`config.mk`:
```
export PLATFORM = sky130hd
export DESIGN_NAME = boost_config_regs
export DESIGN_NICKNAME = d
export VERILOG_FILES = /design/src/boost_regs_pkg.sv /design/src/power_down_seq.sv /design/src/boost_config_regs.sv
export SDC_FILE = /design/constraint.sdc
export NUM_CORES = 1
export LEC_CHECK = 0
export BUFFER_PORTS_ARGS = -buffer_cell sky130_fd_sc_hd__buf_2
export CAP_MARGIN = 20
export CORE_AREA = 2 2 156 158
export DETAILED_ROUTE_END_ITERATION = 16
export DIE_AREA = 0 0 158 160
export PLACE_DENSITY_LB_ADDON = 0.15
export SYNTH_ARGS = -nofsm -noshare
export SYNTH_HDL_FRONTEND = slang
export SYNTH_SLANG_ARGS = --single-unit
```
`constraint.sdc`:
```
create_clock -name sys_clk -period 5.64 [get_ports sys_clk]
set_input_delay 0.564 -clock sys_clk [delete_from_list [all_inputs] [get_ports sys_clk]]
set_output_delay 0.564 -clock sys_clk [all_outputs]
set_load 0.005 [all_outputs]
```
`src/boost_regs_pkg.sv`:
```
// Shared constants, register layouts and state types of the converter register bank
package boost_regs_pkg;

    // Serial slave address, register pointers and the unmapped read value
    localparam logic [6:0] SLAVE_ADDR        = 7'h39;
    localparam logic [7:0] BOOST_CONFIG_ADDR = 8'h01;
    localparam logic [7:0] LIMIT_CTRL_ADDR   = 8'h03;
    localparam logic [7:0] OPTION_CTRL_ADDR  = 8'h04;
    localparam logic [7:0] UNMAPPED_READ     = 8'h00;

    // Reset values
    localparam logic [7:0] BOOST_CONFIG_RST  = 8'h1E;
    localparam logic [7:0] LIMIT_CTRL_RST    = 8'h90;
    localparam logic [7:0] OPTION_CTRL_RST   = 8'h0F;

    // Current decode constants in mA, plus the soft-start base code
    localparam logic [12:0] PRECHARGE_STEP_MA   = 13'h01F4;
    localparam logic [12:0] SOFTSTART_BASE_MA   = 13'h0BB8;
    localparam logic [12:0] SOFTSTART_STEP_MA   = 13'h01F4;
    localparam logic [3:0]  SOFTSTART_BASE_CODE = 4'h9;
    localparam logic [12:0] AVG_BASE_MA         = 13'h0C1C;
    localparam logic [12:0] AVG_STEP_MA         = 13'h00AA;

    // Timing: discharge hold after enable falls
    localparam int CLK_HZ            = 20_000_000;
    localparam int DISCHARGE_TIME_MS = 10;
    localparam int DISCHARGE_CYCLES  = DISCHARGE_TIME_MS * (CLK_HZ / 1000);

    // Register 0x01 layout, msb first
    typedef struct packed {
        logic       reserved_b7;
        logic       valley_limit_disable;
        logic [1:0] precharge_current_sel;
        logic [2:0] gate_drive_strength;
        logic       spread_spectrum_en;
    } boost_config_t;

    // Register 0x03 layout
    typedef struct packed {
        logic [3:0] softstart_valley_limit;
        logic [3:0] avg_out_limit_sel;
    } current_limit_t;

    // Register 0x04 layout
    typedef struct packed {
        logic [3:0] reserved_hi;
        logic [1:0] switch_freq_sel;
        logic       avg_limit_enable;
        logic       discharge_en;
    } option_t;

    // Decoded controls toward the power stage
    typedef struct packed {
        logic        valley_limit_on;
        logic [12:0] precharge_ma;
        logic [2:0]  gate_drive_strength;
        logic        spread_spectrum_on;
        logic [12:0] softstart_limit_ma;
        logic [12:0] avg_limit_ma;
        logic        avg_limit_on;
        logic [1:0]  switch_freq_sel;
        logic        discharge_en;
    } power_ctrl_t;

    // Serial slave protocol states
    typedef enum logic [2:0] {
        S_IDLE, S_ADDR, S_ACK_A, S_RX, S_ACK_W, S_TX, S_RACK
    } slave_state_t;

    // Power-down sequence states
    typedef enum logic [1:0] {
        P_ACTIVE, P_DISCHARGE, P_OFF
    } power_state_t;

endpackage

```
`src/power_down_seq.sv`:
```
// Output discharge and shutdown sequencer driven by the enable pin
`timescale 1ns/1ns
`default_nettype none
module power_down_seq #(
    parameter int HOLD_CYCLES = boost_regs_pkg::DISCHARGE_CYCLES
) (
    // Clock and reset
    input  wire logic sys_clk,
    input  wire logic rst,
    // Control
    input  wire logic en,
    input  wire logic discharge_en,
    // Power stage
    output logic      discharge_switch_on,
    output logic      full_shutdown
);
    localparam int CW = $clog2(HOLD_CYCLES + 1);

    if (HOLD_CYCLES < 1) begin : g_chk
        $error("HOLD_CYCLES must be at least one");
    end

    typedef struct packed {
        boost_regs_pkg::power_state_t st;
        logic [CW-1:0]                cnt;
        logic                         dis;
        logic                         off;
    } seq_t;

    seq_t cur;
    seq_t next;

    // Sequence: run, discharge for the hold time, then shut down
    always_comb begin
        next = cur;
        case (cur.st)
            boost_regs_pkg::P_ACTIVE: begin
                if (!en) begin
                    if (discharge_en) begin
                        next.st  = boost_regs_pkg::P_DISCHARGE;
                        next.cnt = '0;
                        next.dis = 1'b1;
                    end else begin
                        next.st  = boost_regs_pkg::P_OFF;
                        next.off = 1'b1;
                    end
                end
            end
            boost_regs_pkg::P_DISCHARGE: begin
                if (en) begin
                    next.st  = boost_regs_pkg::P_ACTIVE;
                    next.dis = 1'b0;
                end else if (cur.cnt == CW'(HOLD_CYCLES - 1)) begin
                    next.st  = boost_regs_pkg::P_OFF;
                    next.dis = 1'b0;
                    next.off = 1'b1;
                end else begin
                    next.cnt = CW'(cur.cnt + 1'b1);
                end
            end
            boost_regs_pkg::P_OFF: begin
                if (en) begin
                    next.st  = boost_regs_pkg::P_ACTIVE;
                    next.off = 1'b0;
                end
            end
            default: begin
                next.st  = boost_regs_pkg::P_OFF;
                next.dis = 1'b0;
                next.off = 1'b1;
            end
        endcase
    end

    // State register
    always_ff @(posedge sys_clk) begin
        if (rst) begin
            cur.st  <= boost_regs_pkg::P_OFF;
            cur.cnt <= '0;
            cur.dis <= 1'b0;
            cur.off <= 1'b1;
        end else begin
            cur <= next;
        end
    end

    assign discharge_switch_on = cur.dis;
    assign full_shutdown       = cur.off;

endmodule // power_down_seq
`default_nettype wire

```
`src/boost_config_regs.sv`:
```
// Two-wire serial register bank of the boost converter with decoded power-stage controls
`timescale 1ns/1ns
`default_nettype none
module boost_config_regs #(
    parameter int DISCHARGE_CYCLES = boost_regs_pkg::DISCHARGE_CYCLES
) (
    // Clock and reset
    input  wire logic                        sys_clk,
    input  wire logic                        rst,
    // Two-wire serial bus
    input  wire logic                        scl,
    input  wire logic                        sda_in,
    output logic                             sda_out,
    output logic                             sda_oe_n,
    // Enable pin
    input  wire logic                        en,
    // Power stage controls
    output boost_regs_pkg::power_ctrl_t      power_ctrl,
    output logic                             discharge_switch_on,
    output logic                             full_shutdown
);

    typedef struct packed {
        boost_regs_pkg::slave_state_t   st;
        logic [3:0]                     cnt;
        logic [7:0]                     shift;
        logic                           rw;
        logic                           ptr_phase;
        logic [7:0]                     ptr;
        logic                           scl_q;
        logic                           sda_q;
        logic                           oe_n;
        boost_regs_pkg::boost_config_t  cfg;
        boost_regs_pkg::current_limit_t lim;
        boost_regs_pkg::option_t        opt;
        boost_regs_pkg::power_ctrl_t    pwr;
    } bank_t;

    bank_t cur;
    bank_t next;

    // Register readback by pointer
    function automatic logic [7:0] reg_read(input logic [7:0] ptr, input bank_t s);
        case (ptr)
            boost_regs_pkg::BOOST_CONFIG_ADDR: reg_read = s.cfg;
            boost_regs_pkg::LIMIT_CTRL_ADDR:   reg_read = s.lim;
            boost_regs_pkg::OPTION_CTRL_ADDR:  reg_read = s.opt;
            default:                           reg_read = boost_regs_pkg::UNMAPPED_READ;
        endcase
    endfunction

    // Soft-start code to mA; codes below the base clamp to the base
    function automatic logic [12:0] softstart_ma(input logic [3:0] code);
        logic [3:0] steps;
        steps = (code > boost_regs_pkg::SOFTSTART_BASE_CODE) ?
                4'(code - boost_regs_pkg::SOFTSTART_BASE_CODE) : 4'h0;
        softstart_ma = 13'(boost_regs_pkg::SOFTSTART_BASE_MA +
                           13'(steps * boost_regs_pkg::SOFTSTART_STEP_MA));
    endfunction

    // Average limit code to mA
    function automatic logic [12:0] avg_ma(input logic [3:0] code);
        avg_ma = 13'(boost_regs_pkg::AVG_BASE_MA - 13'(code * boost_regs_pkg::AVG_STEP_MA));
    endfunction

    // Bus protocol, register writes and power-stage decode
    always_comb begin
        logic scl_rise;
        logic scl_fall;
        logic start_cond;
        logic stop_cond;
        logic [7:0] rd;
        scl_rise   = scl & ~cur.scl_q;
        scl_fall   = ~scl & cur.scl_q;
        start_cond = scl & cur.scl_q & cur.sda_q & ~sda_in;
        stop_cond  = scl & cur.scl_q & ~cur.sda_q & sda_in;
        rd         = reg_read(cur.ptr, cur);
        next       = cur;
        next.scl_q = scl;
        next.sda_q = sda_in;
        if (start_cond) begin
            next.st   = boost_regs_pkg::S_ADDR;
            next.cnt  = 4'h0;
            next.oe_n = 1'b1;
        end else if (stop_cond) begin
            next.st   = boost_regs_pkg::S_IDLE;
            next.oe_n = 1'b1;
        end else begin
            case (cur.st)
                boost_regs_pkg::S_IDLE: begin
                    next.oe_n = 1'b1;
                end
                boost_regs_pkg::S_ADDR, boost_regs_pkg::S_RX: begin
                    if (scl_rise) begin
                        next.shift = {cur.shift[6:0], sda_in};
                        next.cnt   = 4'(cur.cnt + 1'b1);
                    end else if (scl_fall && cur.cnt == 4'h8) begin
                        if (cur.st == boost_regs_pkg::S_ADDR) begin
                            if (cur.shift[7:1] == boost_regs_pkg::SLAVE_ADDR) begin
                                next.rw   = cur.shift[0];
                                next.oe_n = 1'b0;
                                next.st   = boost_regs_pkg::S_ACK_A;
                            end else begin
                                next.st = boost_regs_pkg::S_IDLE;
                            end
                        end else begin
                            next.oe_n = 1'b0;
                            next.st   = boost_regs_pkg::S_ACK_W;
                            if (cur.ptr_phase) begin
                                next.ptr       = cur.shift;
                                next.ptr_phase = 1'b0;
                            end else begin
                                next.ptr = 8'(cur.ptr + 1'b1);
                                case (cur.ptr)
                                    boost_regs_pkg::BOOST_CONFIG_ADDR: next.cfg = cur.shift;
                                    boost_regs_pkg::LIMIT_CTRL_ADDR:   next.lim = cur.shift;
                                    boost_regs_pkg::OPTION_CTRL_ADDR:  next.opt = cur.shift;
                                    default:                           next.ptr = 8'(cur.ptr + 1'b1);
                                endcase
                            end
                        end
                    end
                end
                boost_regs_pkg::S_ACK_A, boost_regs_pkg::S_RACK: begin
                    if (scl_rise && cur.st == boost_regs_pkg::S_RACK && sda_in) begin
                        // Host declined further data
                        next.st = boost_regs_pkg::S_IDLE;
                    end else if (scl_fall) begin
                        if (cur.rw) begin
                            next.shift = rd;
                            next.ptr   = 8'(cur.ptr + 1'b1);
                            next.oe_n  = rd[7];
                            next.cnt   = 4'h1;
                            next.st    = boost_regs_pkg::S_TX;
                        end else begin
                            next.oe_n      = 1'b1;
                            next.cnt       = 4'h0;
                            next.ptr_phase = 1'b1;
                            next.st        = boost_regs_pkg::S_RX;
                        end
                    end
                end
                boost_regs_pkg::S_ACK_W: begin
                    if (scl_fall) begin
                        next.oe_n = 1'b1;
                        next.cnt  = 4'h0;
                        next.st   = boost_regs_pkg::S_RX;
                    end
                end
                boost_regs_pkg::S_TX: begin
                    if (scl_fall) begin
                        if (cur.cnt == 4'h8) begin
                            next.oe_n = 1'b1;
                            next.st   = boost_regs_pkg::S_RACK;
                        end else begin
                            next.oe_n  = cur.shift[6];
                            next.shift = {cur.shift[6:0], 1'b0};
                            next.cnt   = 4'(cur.cnt + 1'b1);
                        end
                    end
                end
                default: begin
                    next.st   = boost_regs_pkg::S_IDLE;
                    next.oe_n = 1'b1;
                end
            endcase
        end

        next.pwr.valley_limit_on     = ~cur.cfg.valley_limit_disable;
        next.pwr.precharge_ma        = 13'(13'({11'h000, cur.cfg.precharge_current_sel} + 13'h0001)
                                           * boost_regs_pkg::PRECHARGE_STEP_MA);
        next.pwr.gate_drive_strength = cur.cfg.gate_drive_strength;
        next.pwr.spread_spectrum_on  = cur.cfg.spread_spectrum_en;
        next.pwr.softstart_limit_ma  = softstart_ma(cur.lim.softstart_valley_limit);
        next.pwr.avg_limit_ma        = avg_ma(cur.lim.avg_out_limit_sel);
        next.pwr.avg_limit_on        = cur.opt.avg_limit_enable;
        next.pwr.switch_freq_sel     = cur.opt.switch_freq_sel;
        next.pwr.discharge_en        = cur.opt.discharge_en;
    end

    // State register; reset defaults
    always_ff @(posedge sys_clk) begin
        if (rst) begin
            cur.st        <= boost_regs_pkg::S_IDLE;
            cur.cnt       <= 4'h0;
            cur.shift     <= 8'h00;
            cur.rw        <= 1'b0;
            cur.ptr_phase <= 1'b0;
            cur.ptr       <= 8'h00;
            cur.scl_q     <= 1'b1;
            cur.sda_q     <= 1'b1;
            cur.oe_n      <= 1'b1;
            cur.cfg       <= boost_regs_pkg::BOOST_CONFIG_RST;
            cur.lim       <= boost_regs_pkg::LIMIT_CTRL_RST;
            cur.opt       <= boost_regs_pkg::OPTION_CTRL_RST;
            cur.pwr       <= '0;
        end else begin
            cur <= next;
        end
    end

    // Open-drain data: only ever pulls low
    always_ff @(posedge sys_clk) begin
        sda_out <= 1'b0;
    end

    assign sda_oe_n   = cur.oe_n;
    assign power_ctrl = cur.pwr;

    power_down_seq #(
        .HOLD_CYCLES (DISCHARGE_CYCLES)
    ) u_power_down_seq (
        .sys_clk             (sys_clk),
        .rst                 (rst),
        .en                  (en),
        .discharge_en        (cur.opt.discharge_en),
        .discharge_switch_on (discharge_switch_on),
        .full_shutdown       (full_shutdown)
    );

endmodule // boost_config_regs
`default_nettype wire

```
; ---- Word level (Yosys, flattened, before mapping)
; Index checks and enable logic that the tools add are counted.
; Widths: inputs -> output; s select.
[word_totals]
elab_cells = 203
output_inout_bits = 52
reg_bits = 122
in_bits = 5
[classes]
eq_ne = 43
mux = 67
mul = 3
n_bitwise = 19
n_addsub = 7
order_cmp = 1
reduce_logical = 28
[op_table]
columns = op, count
row1 = $mux 25, 2
row2 = $mux 24, 2
row3 = $mux 8, 6
row4 = $pmux 8 s3, 2
row5 = $mux 22, 2
row6 = $mux 12, 3
row7 = $mux 18, 2
row8 = $ne 2x2->1 const B, 18
row9 = $pmux 18 s2, 1
row10 = $reduce_and 8->1, 4
row11 = $mux 15, 2
row12 = $reduce_and 7->1, 4
row13 = $mux 9, 3
row14 = $reduce_and 9->1, 3
row15 = $mul 4x7->11 const B, 2
row16 = $mux 10, 2
row17 = $ne 4x4->1 const B, 5
row18 = $mux 19, 1
row19 = $add 18x1->18 const B, 1
row20 = $eq 18x18->1 const B, 1
row21 = $pmux 9 s2, 1
row22 = $mux 1, 17
row23 = $pmux 4 s4, 1
row24 = $mux 3, 5
row25 = 43 further kinds, 78

; ---- Depth between registers and ports, before layout
; Gate-level depths: netlist of run 1.
[logic_depth]
depth_word = 8
mapped_depth = 16
depth_no_buf = 16

; ---- Cells and area by module
; From an unflattened synthesis of run 1, not the netlist that was laid out.
[hier_totals]
hier_cells = 790
hier_area_um2 = 6754.0
[modules_own_cells]
columns = module, area_each_um2, instances, seq_area_each_um2, cells_per_inst
row1 = boost_config_regs, 5559.1, 1, 1881.8, 642
row2 = power_down_seq, 1194.9, 1, 440.4, 148

; ---- Worst setup path after synthesis of run 1
; No wires, ideal clock.
[synth_timing]
kind = register to register
startpoint = register cur[60] (netlist name)
endpoint = register cur (netlist bit power_ctrl[29])
synth_period_minus_slack_ns = 4.087
required_ns = 5.523
stages_incl_launch_ff = 17
slack_ns = 1.553
t_arrival_ns = 3.970
cell_sequence = dfxtp_1 -> inv_1 -> ha_1 -> o21bai_1 -> nand3_1 -> nor3_1 -> inv_1 -> fa_1 -> inv_1 -> fa_1 -> ha_1 -> a211oi_1 -> o21ba_2 -> o221ai_1 -> o311ai_0 -> o2bb2ai_1 -> nand2_1
[synth_between]
elab_chain_len = 4
word_cells_on_any_way = 5
classes_between = 2 x add/sub / 1 x mul / 1 x order compare / 1 x mux
[synth_lines]
columns = item, line_no
row1 = start: declaration, boost_config_regs.sv:39  ; bank_t cur;
row2 = start signal: assignment, boost_config_regs.sv:198  ; cur <= next;
row3 = $sub 4x4->4 or $gt 4x4->1 (tied branches), "boost_config_regs.sv:56, boost_config_regs.sv:55"
row4 = $mux 4 *, boost_config_regs.sv:55  ; steps = (code > boost_regs_pkg::SOFTSTART_BASE_CODE) ?
row5 = $mul 4x7->11 *, boost_config_regs.sv:58  ; 13'(steps * boost_regs_pkg::SOFTSTART_STEP_MA));
row6 = $add 12x13->13 *, boost_config_regs.sv:57  ; softstart_ma = 13'(boost_regs_pkg::SOFTSTART_BASE_MA +
; Every way passes the cells marked *; elsewhere a longest branch is shown, timed or not.
; A chain may end at the register's enable or synchronous reset.

; ---- Worst setup path in the final report of run 1
[layout_timing]
startpoint = register cur[61] (netlist name)
endpoint = register cur (netlist bit power_ctrl[29])
; Same word-level chain as after synthesis.

==> results of run 1 <==
-- state kept, by name (all words and copies together), names as in the netlist --
signal and count:
cur 51, power_ctrl 42, u_power_down_seq.cur 20, sda_oe_n 1, u_power_down_seq.discharge_switch_on 1, u_power_down_seq.full_shutdown 1
-- final cells by class --
class | count | area, µm² | area share (%)
clock buffer | 22 | 444 | 5.89
sequential | 116 | 2320 | 30.8
timing repair buffer | 54 | 285 | 3.78
multi-input combinational | 562 | 3760 | 49.8
clock inverter | 9 | 179 | 2.37
inverter | 40 | 150 | 1.99
tap | 324 | 405 | 5.37
-- power by group through the flow --
stage / combinational (mW) / sequential (mW) / clock, mW
floorplan: 0.126 / 0.881 / 0
global placement: 0.140 / 0.905 / 0
detailed placement: 0.140 / 0.904 / 0
CTS: 0.141 / 0.886 / 1.20
global route: 0.159 / 0.892 / 1.24
finish: 0.138 / 0.886 / 1.17
-- synth_stat cells, types with 3 or more instances --
| cell type | instances |
|---|---|
| o211a_1 | 3 |
| and3_1 | 9 |
| a211oi_1 | 18 |
| nor2b_1 | 18 |
| nand2b_1 | 11 |
| clkbuf_1 | 32 |
| a211o_1 | 6 |
| nand3b_1 | 4 |
| nor3_1 | 17 |
| nand4_1 | 5 |
| xnor2_1 | 24 |
| buf_4 | 49 |
| or3b_2 | 3 |
| and3b_1 | 3 |
| fa_1 | 10 |
| nand2_1 | 45 |
| dfxtp_1 | 116 |
| xor2_1 | 13 |
| or2_2 | 4 |
| a22oi_1 | 19 |
| a32oi_1 | 3 |
| nand4b_1 | 3 |
| a311oi_1 | 3 |
| o221ai_1 | 3 |
| a21oi_1 | 34 |
| o21ai_0 | 40 |
| nor4_1 | 5 |
| mux2i_1 | 11 |
| nor3b_1 | 3 |
| inv_1 | 40 |
| o21bai_1 | 4 |
| or3_1 | 5 |
| ha_1 | 40 |
| o311ai_0 | 3 |
| nor2_1 | 103 |
| nand3_1 | 34 |
| a31oi_1 | 4 |
-- metrics by stage --
step	setup WS, ns	std cells
6_report	1.02	1127
5_1_grt	0.527	1127
4_1_cts	0.953	1127
3_5_place_dp	0.969	1096
3_3_place_gp	1.06	1096
2_1_floorplan	1.55	803
-- cells by family (layout without fill, tap and decap cells) --
logic type      Yosys count  in the layout  synth area share [%]
fa+ha+maj                50             50                  10.4
xor+xnor                 37             37                  4.83
other cells               1              7                0.0559
mux                      11             11                  1.64
simple gates            287            287                  21.4
buf+inv                 125            125                  9.77
compound gates          170            170                  17.2
flops                   116            116                  34.6
-- metal layers --
layer / share of wire (%) / track usage [%] / wire length [µm]
met1: 50 / 17.3 / 7770
met2: 45 / 20.2 / 6930
met3: 3.8 / 2.96 / 595
met4: 1.3 / 3.93 / 206
met5: 0 / 0 / 0
-- how the worst max path moves through the flow --
stage / endpoint / slack, ns / cells after the start
global route: power_ctrl[29] / 0.53 / 16
finish: power_ctrl[29] / 1.02 / 16
detailed placement: power_ctrl[29] / 0.97 / 16
CTS: power_ctrl[29] / 0.95 / 16
floorplan: power_ctrl[29] / 1.55 / 16
global placement: power_ctrl[29] / 1.06 / 16
==> impl_metrics.tcl, run 1 <==
set metrics [dict create \
    layout-drive-gt1-share_pct 12.3 \
    min_to "power_ctrl[23]" \
    path_clk_slew_ns 0.06 \
    grt_overflow 0 \
    n_antenna_cell 0 \
    htree_levels 4 \
    reg2reg_to "power_ctrl[29]" \
    syn_area_um2 6710 \
    initial_core_util_pct 28.2 \
    synth_area_leader_cell "dfxtp_1" \
    fin_skew_ns 0.0122 \
    vias 5337 \
    ant_nets 0 \
    core_um2 23800 \
    grt_pass1_wl_mm 26.0 \
    postLayoutCoreUtil_pct 31.7 \
    cts-root-buf "clkbuf_16" \
    crit_path_max_fanout 6 \
    power_mw 2.20 \
    status "complete, no violations" \
    area_growth_pct 12.5 \
    place_congestion 0.752 \
    routedWlPerCell_um 13.8 \
    cts_hold_buf 0 \
    r2r_setup_slack_ns 1.02 \
    worstHoldStart "rst" \
    cts_tree "done" \
    critical_path_class "reg2reg" \
    cts-resized-gates 0 \
    reg2reg_depth 16 \
    die_x_um 158 \
    critPathCaptureType "register" \
    fin_crit_sh_pct 81.8 \
    cp_top_family "compound AO/OA/AOI/OAI gates" \
    synthFlopType "dfxtp_1" \
    antenna_found_initial 0 \
    path_common_cell "inv_1" \
    drt_iter0_drc 274 \
    hpwl_mm 10.6 \
    cts.path.max_buffers 2 \
    finalSetupViolCount 0 \
    max-vdd-ir-drop_mv 0.160 \
    crit_path_start "cur[61]" \
    maxSlewViolCount 0 \
    netlist-cell-type-count 70 \
    vias_per_cell 4.74 \
    swShare_pct 23.3 \
    yosysWarnings 0 \
    hold_viol 0 \
    whs_ns 0.448 \
    die_area_um2 25300 \
    crit_path_max_incr_delay_ns 0.58 \
    p_leak_nw 3.07 \
    worst-path-buf-inv 3 \
    power.switching_mw 0.512 \
    tightestPinTransition_ns 1.04 \
    fin_tns_setup_ns 0 \
    boundaryPins 57 \
    synth_edf_count 0 \
    post_cts_buffers 0 \
    rsz0062_at_grt "false" \
    synth_area_leaders "dfxtp_1 35%, ha_1 7.5%, nor2_1 5.8%, buf_4 5.5%, xnor2_1 3.1%" \
    power_frac_clock_pct 53.4 \
    grt_max_degree 83 \
    p_int_mw 1.68 \
    grt.total_usage_pct 12.8 \
    powerDensity_nw_per_um2 291 \
    crit_required_ns 5.95 \
    relSlewSlack_pct 30.3 \
    dr.pass1.iters 5 \
    clock_latency_ns 0.42 \
    ys_async_sr_fraction_pct 0 \
    cp-start-kind "register" \
    arrival_ns 4.92 \
    drc 0 \
    clock_sinks 116 \
    cap_violations 0 \
    seq_power_share_pct 40.4 \
    critPathSlowestCell "o311ai_0" \
    cts_buffers 17 \
    ys_seq_elements 116 \
    grt_pass1_vias 5048 \
    nets 846 \
    hold_depth 2 \
    num_rows 57 \
    hold_path.class "in2reg" \
    cp_cell_sequence "inv_1 > ha_1 > o21bai_1 > nand3_1 > nor3_1 > inv_1 > fa_1 > inv_1 > fa_1 > ha_1 > a211oi_1 > o21ba_2 > o221ai_1 > o311ai_0 > o2bb2ai_1 > nand2_1" \
    final_cell_mix "116 x dfxtp_1, 103 x nor2_1, 48 x buf_2" \
    postPlaceCellArea_um2 6920 \
    syn_inst 797 \
    fill_cells 2549 \
    synth_top_area_share_pct 34.6 \
    rr_startpoint "cur[61]" \
    drt-total-wl_mm 15.5 \
    yosysSeqAreaShare_pct 34.6 \
    stdcell_area_um2 7550 \
    pwr-share-comb_pct 6.3 \
    layout_commonest_cell "dfxtp_1" \
    fp.dieH_um 160 \
    syn_avg_cell_area_um2 8.42 \
    port_buffers 49 \
    min_period_ns 4.62 \
    fmax_mhz 217 \
]
Note: power is estimated with default switching activity, not from simulation.
==> run 2, diff against run 1 <==
Clock period 5.64 ns to 4.3 ns, I/O delays scaled along.
==> run 2 against run 1 <==
  * Non-clock buffer count increased by 4
  * Flip-flop and latch count is the same
  * Sequential power is 31% higher
  * Final area grew 0.25%
  * Core utilization rose by 0.079 points
  * Critical path depth rose by 1
  * Fmax increased by 15%
  * Sequential share of layout area fell by 0.076 points
  * Final cell count up 0.44%
  * Count of clock-buffer cells in the layout down 4
  * Critical endpoint is now power_ctrl[28]
==> impl_metrics.tcl, run 2 (synthesized netlist as in run 1, its figures left out) <==
set metrics [dict create \
    crit_required_ns 4.59 \
    tightestPinTransition_ns 1.05 \
    cts.path.max_buffers 2 \
    crit_path_max_fanout 5 \
    core_um2 23800 \
    grt_pass1_vias 5045 \
    critPathSlowestCell "fa_1" \
    maxSlewViolCount 0 \
    n_antenna_cell 0 \
    fill_cells 2562 \
    status "complete, no violations" \
    hold_path.class "in2reg" \
    relSlewSlack_pct 29.6 \
    layout_commonest_cell "dfxtp_1" \
    hold_viol 0 \
    grt_overflow 0 \
    max-vdd-ir-drop_mv 0.198 \
    routedWlPerCell_um 13.6 \
    path_clk_slew_ns 0.06 \
    grt_max_degree 60 \
    rsz0062_at_grt "false" \
    fp.dieH_um 160 \
    p_leak_nw 3.09 \
    postLayoutCoreUtil_pct 31.8 \
    powerDensity_nw_per_um2 366 \
    vias 5266 \
    antenna_found_initial 0 \
    dr.pass1.iters 5 \
    min_period_ns 4.00 \
    cts-root-buf "clkbuf_16" \
    cts_hold_buf 0 \
    port_buffers 49 \
    final_cell_mix "116 x dfxtp_1, 103 x nor2_1, 48 x buf_2" \
    boundaryPins 57 \
    fin_skew_ns 0.0125 \
    drt-total-wl_mm 15.4 \
    multi_input_area_um2 3780 \
    cap_violations 0 \
    die_x_um 158 \
    initial_core_util_pct 28.2 \
    critPathCaptureType "register" \
    cp_top_family "adder cells" \
    crit_path_max_incr_delay_ns 0.54 \
    htree_levels 4 \
    layout.area.seq_um2 2320 \
    fmax_mhz 250 \
    layout-drive-gt1-share_pct 14.1 \
    critical_path_class "reg2reg" \
    drc 0 \
    fin_crit_sh_pct 92.9 \
    area_growth_pct 12.7 \
    grt.total_usage_pct 12.9 \
    arrival_ns 4.29 \
    grt_pass1_wl_mm 26.2 \
    regMostFlops "cur" \
    whs_ns 0.344 \
    drt_iter0_drc 237 \
    finalSetupViolCount 0 \
    nets 850 \
    vias_per_cell 4.65 \
    ant_nets 0 \
    worst-path-buf-inv 5 \
    post_cts_buffers 0 \
    num_rows 57 \
    cts_tree "done" \
    die_area_um2 25300 \
    place_congestion 0.769 \
    largest_reg_flops 51 \
    cp-start-kind "register" \
    clock_latency_ns 0.42 \
    fin_tns_setup_ns 0 \
    cp_cell_sequence "inv_1 > ha_1 > o21bai_1 > buf_4 > nand3b_1 > inv_2 > ha_1 > fa_1 > inv_1 > fa_1 > nand2b_1 > a211oi_1 > nor3_1 > nor4_1 > buf_4 > xor2_1 > nor2_1" \
    cts_buffers 17 \
    clock_sinks 116 \
    hpwl_mm 10.7 \
    power_mw 2.77 \
]
[run 2: changes by cell type in the layout (fill, tap and decap cells not counted), moves of 2 or more]
| cell | change |
|---|---|
| clkbuf_1 | -5 |
| bufinv_16 | -3 |
| clkinv_4 | +4 |
| o311ai_0 | -2 |
| inv_6 | +3 |
| buf_4 | +4 |
| clkinv_2 | +2 |
[run 2: path summary, 6_finish.rpt]
kind	from	cells past startpoint	endpoint	slack (ns)
max	cur[61]	17	power_ctrl[28]	0.30
min	sda_in	2	cur[73]	0.34
max reg2reg	cur[61]	17	power_ctrl[28]	0.30
min reg2reg	cur[71]	2	cur[71]	0.47
[run 2: area by class of cell]
class,count,share of cell area (%)
sequential,116,30.7
inverter,40,1.98
tap,324,5.36
clock buffer,18,5.81
clock inverter,14,2.02
timing repair buffer,58,4.17
multi-input combinational,562,50.0
[run 2: metrics by stage]
stage | setup WS, ns | cell area [µm²] | std cells
finish | 0.304 | 7560 | 1132
global route | 0.0146 | 7560 | 1132
CTS | 0.00286 | 7540 | 1132
detailed placement | -0.117 | 6950 | 1100
global placement | -0.0169 | 6950 | 1100
floorplan | 0.213 | 6730 | 803
[run 2: per-layer routing]
layer	global-route usage, %	up-vias	wire length (µm)	share of wire, %
li1	-	2743	-	-
met1	17.4	2434	7710	50
met2	20.4	82	7010	46
met3	3.31	7	554	3.6
met4	3.44	0	117	0.76
met5	0	-	0	0
[run 2: power by group]
| group | switching, mW | internal, mW | leakage [nW] |
|---|---|---|---|
| clock network | 0.554 | 0.874 | 0.291 |
| logic | 0.107 | 0.0727 | 1.85 |
| registers | 0.0509 | 1.11 | 0.948 |
[run 2: repair_timing]
item                       CTS  global route
pin swaps                    0             2
gates resized for setup      1             7
setup endpoints to repair    2             3
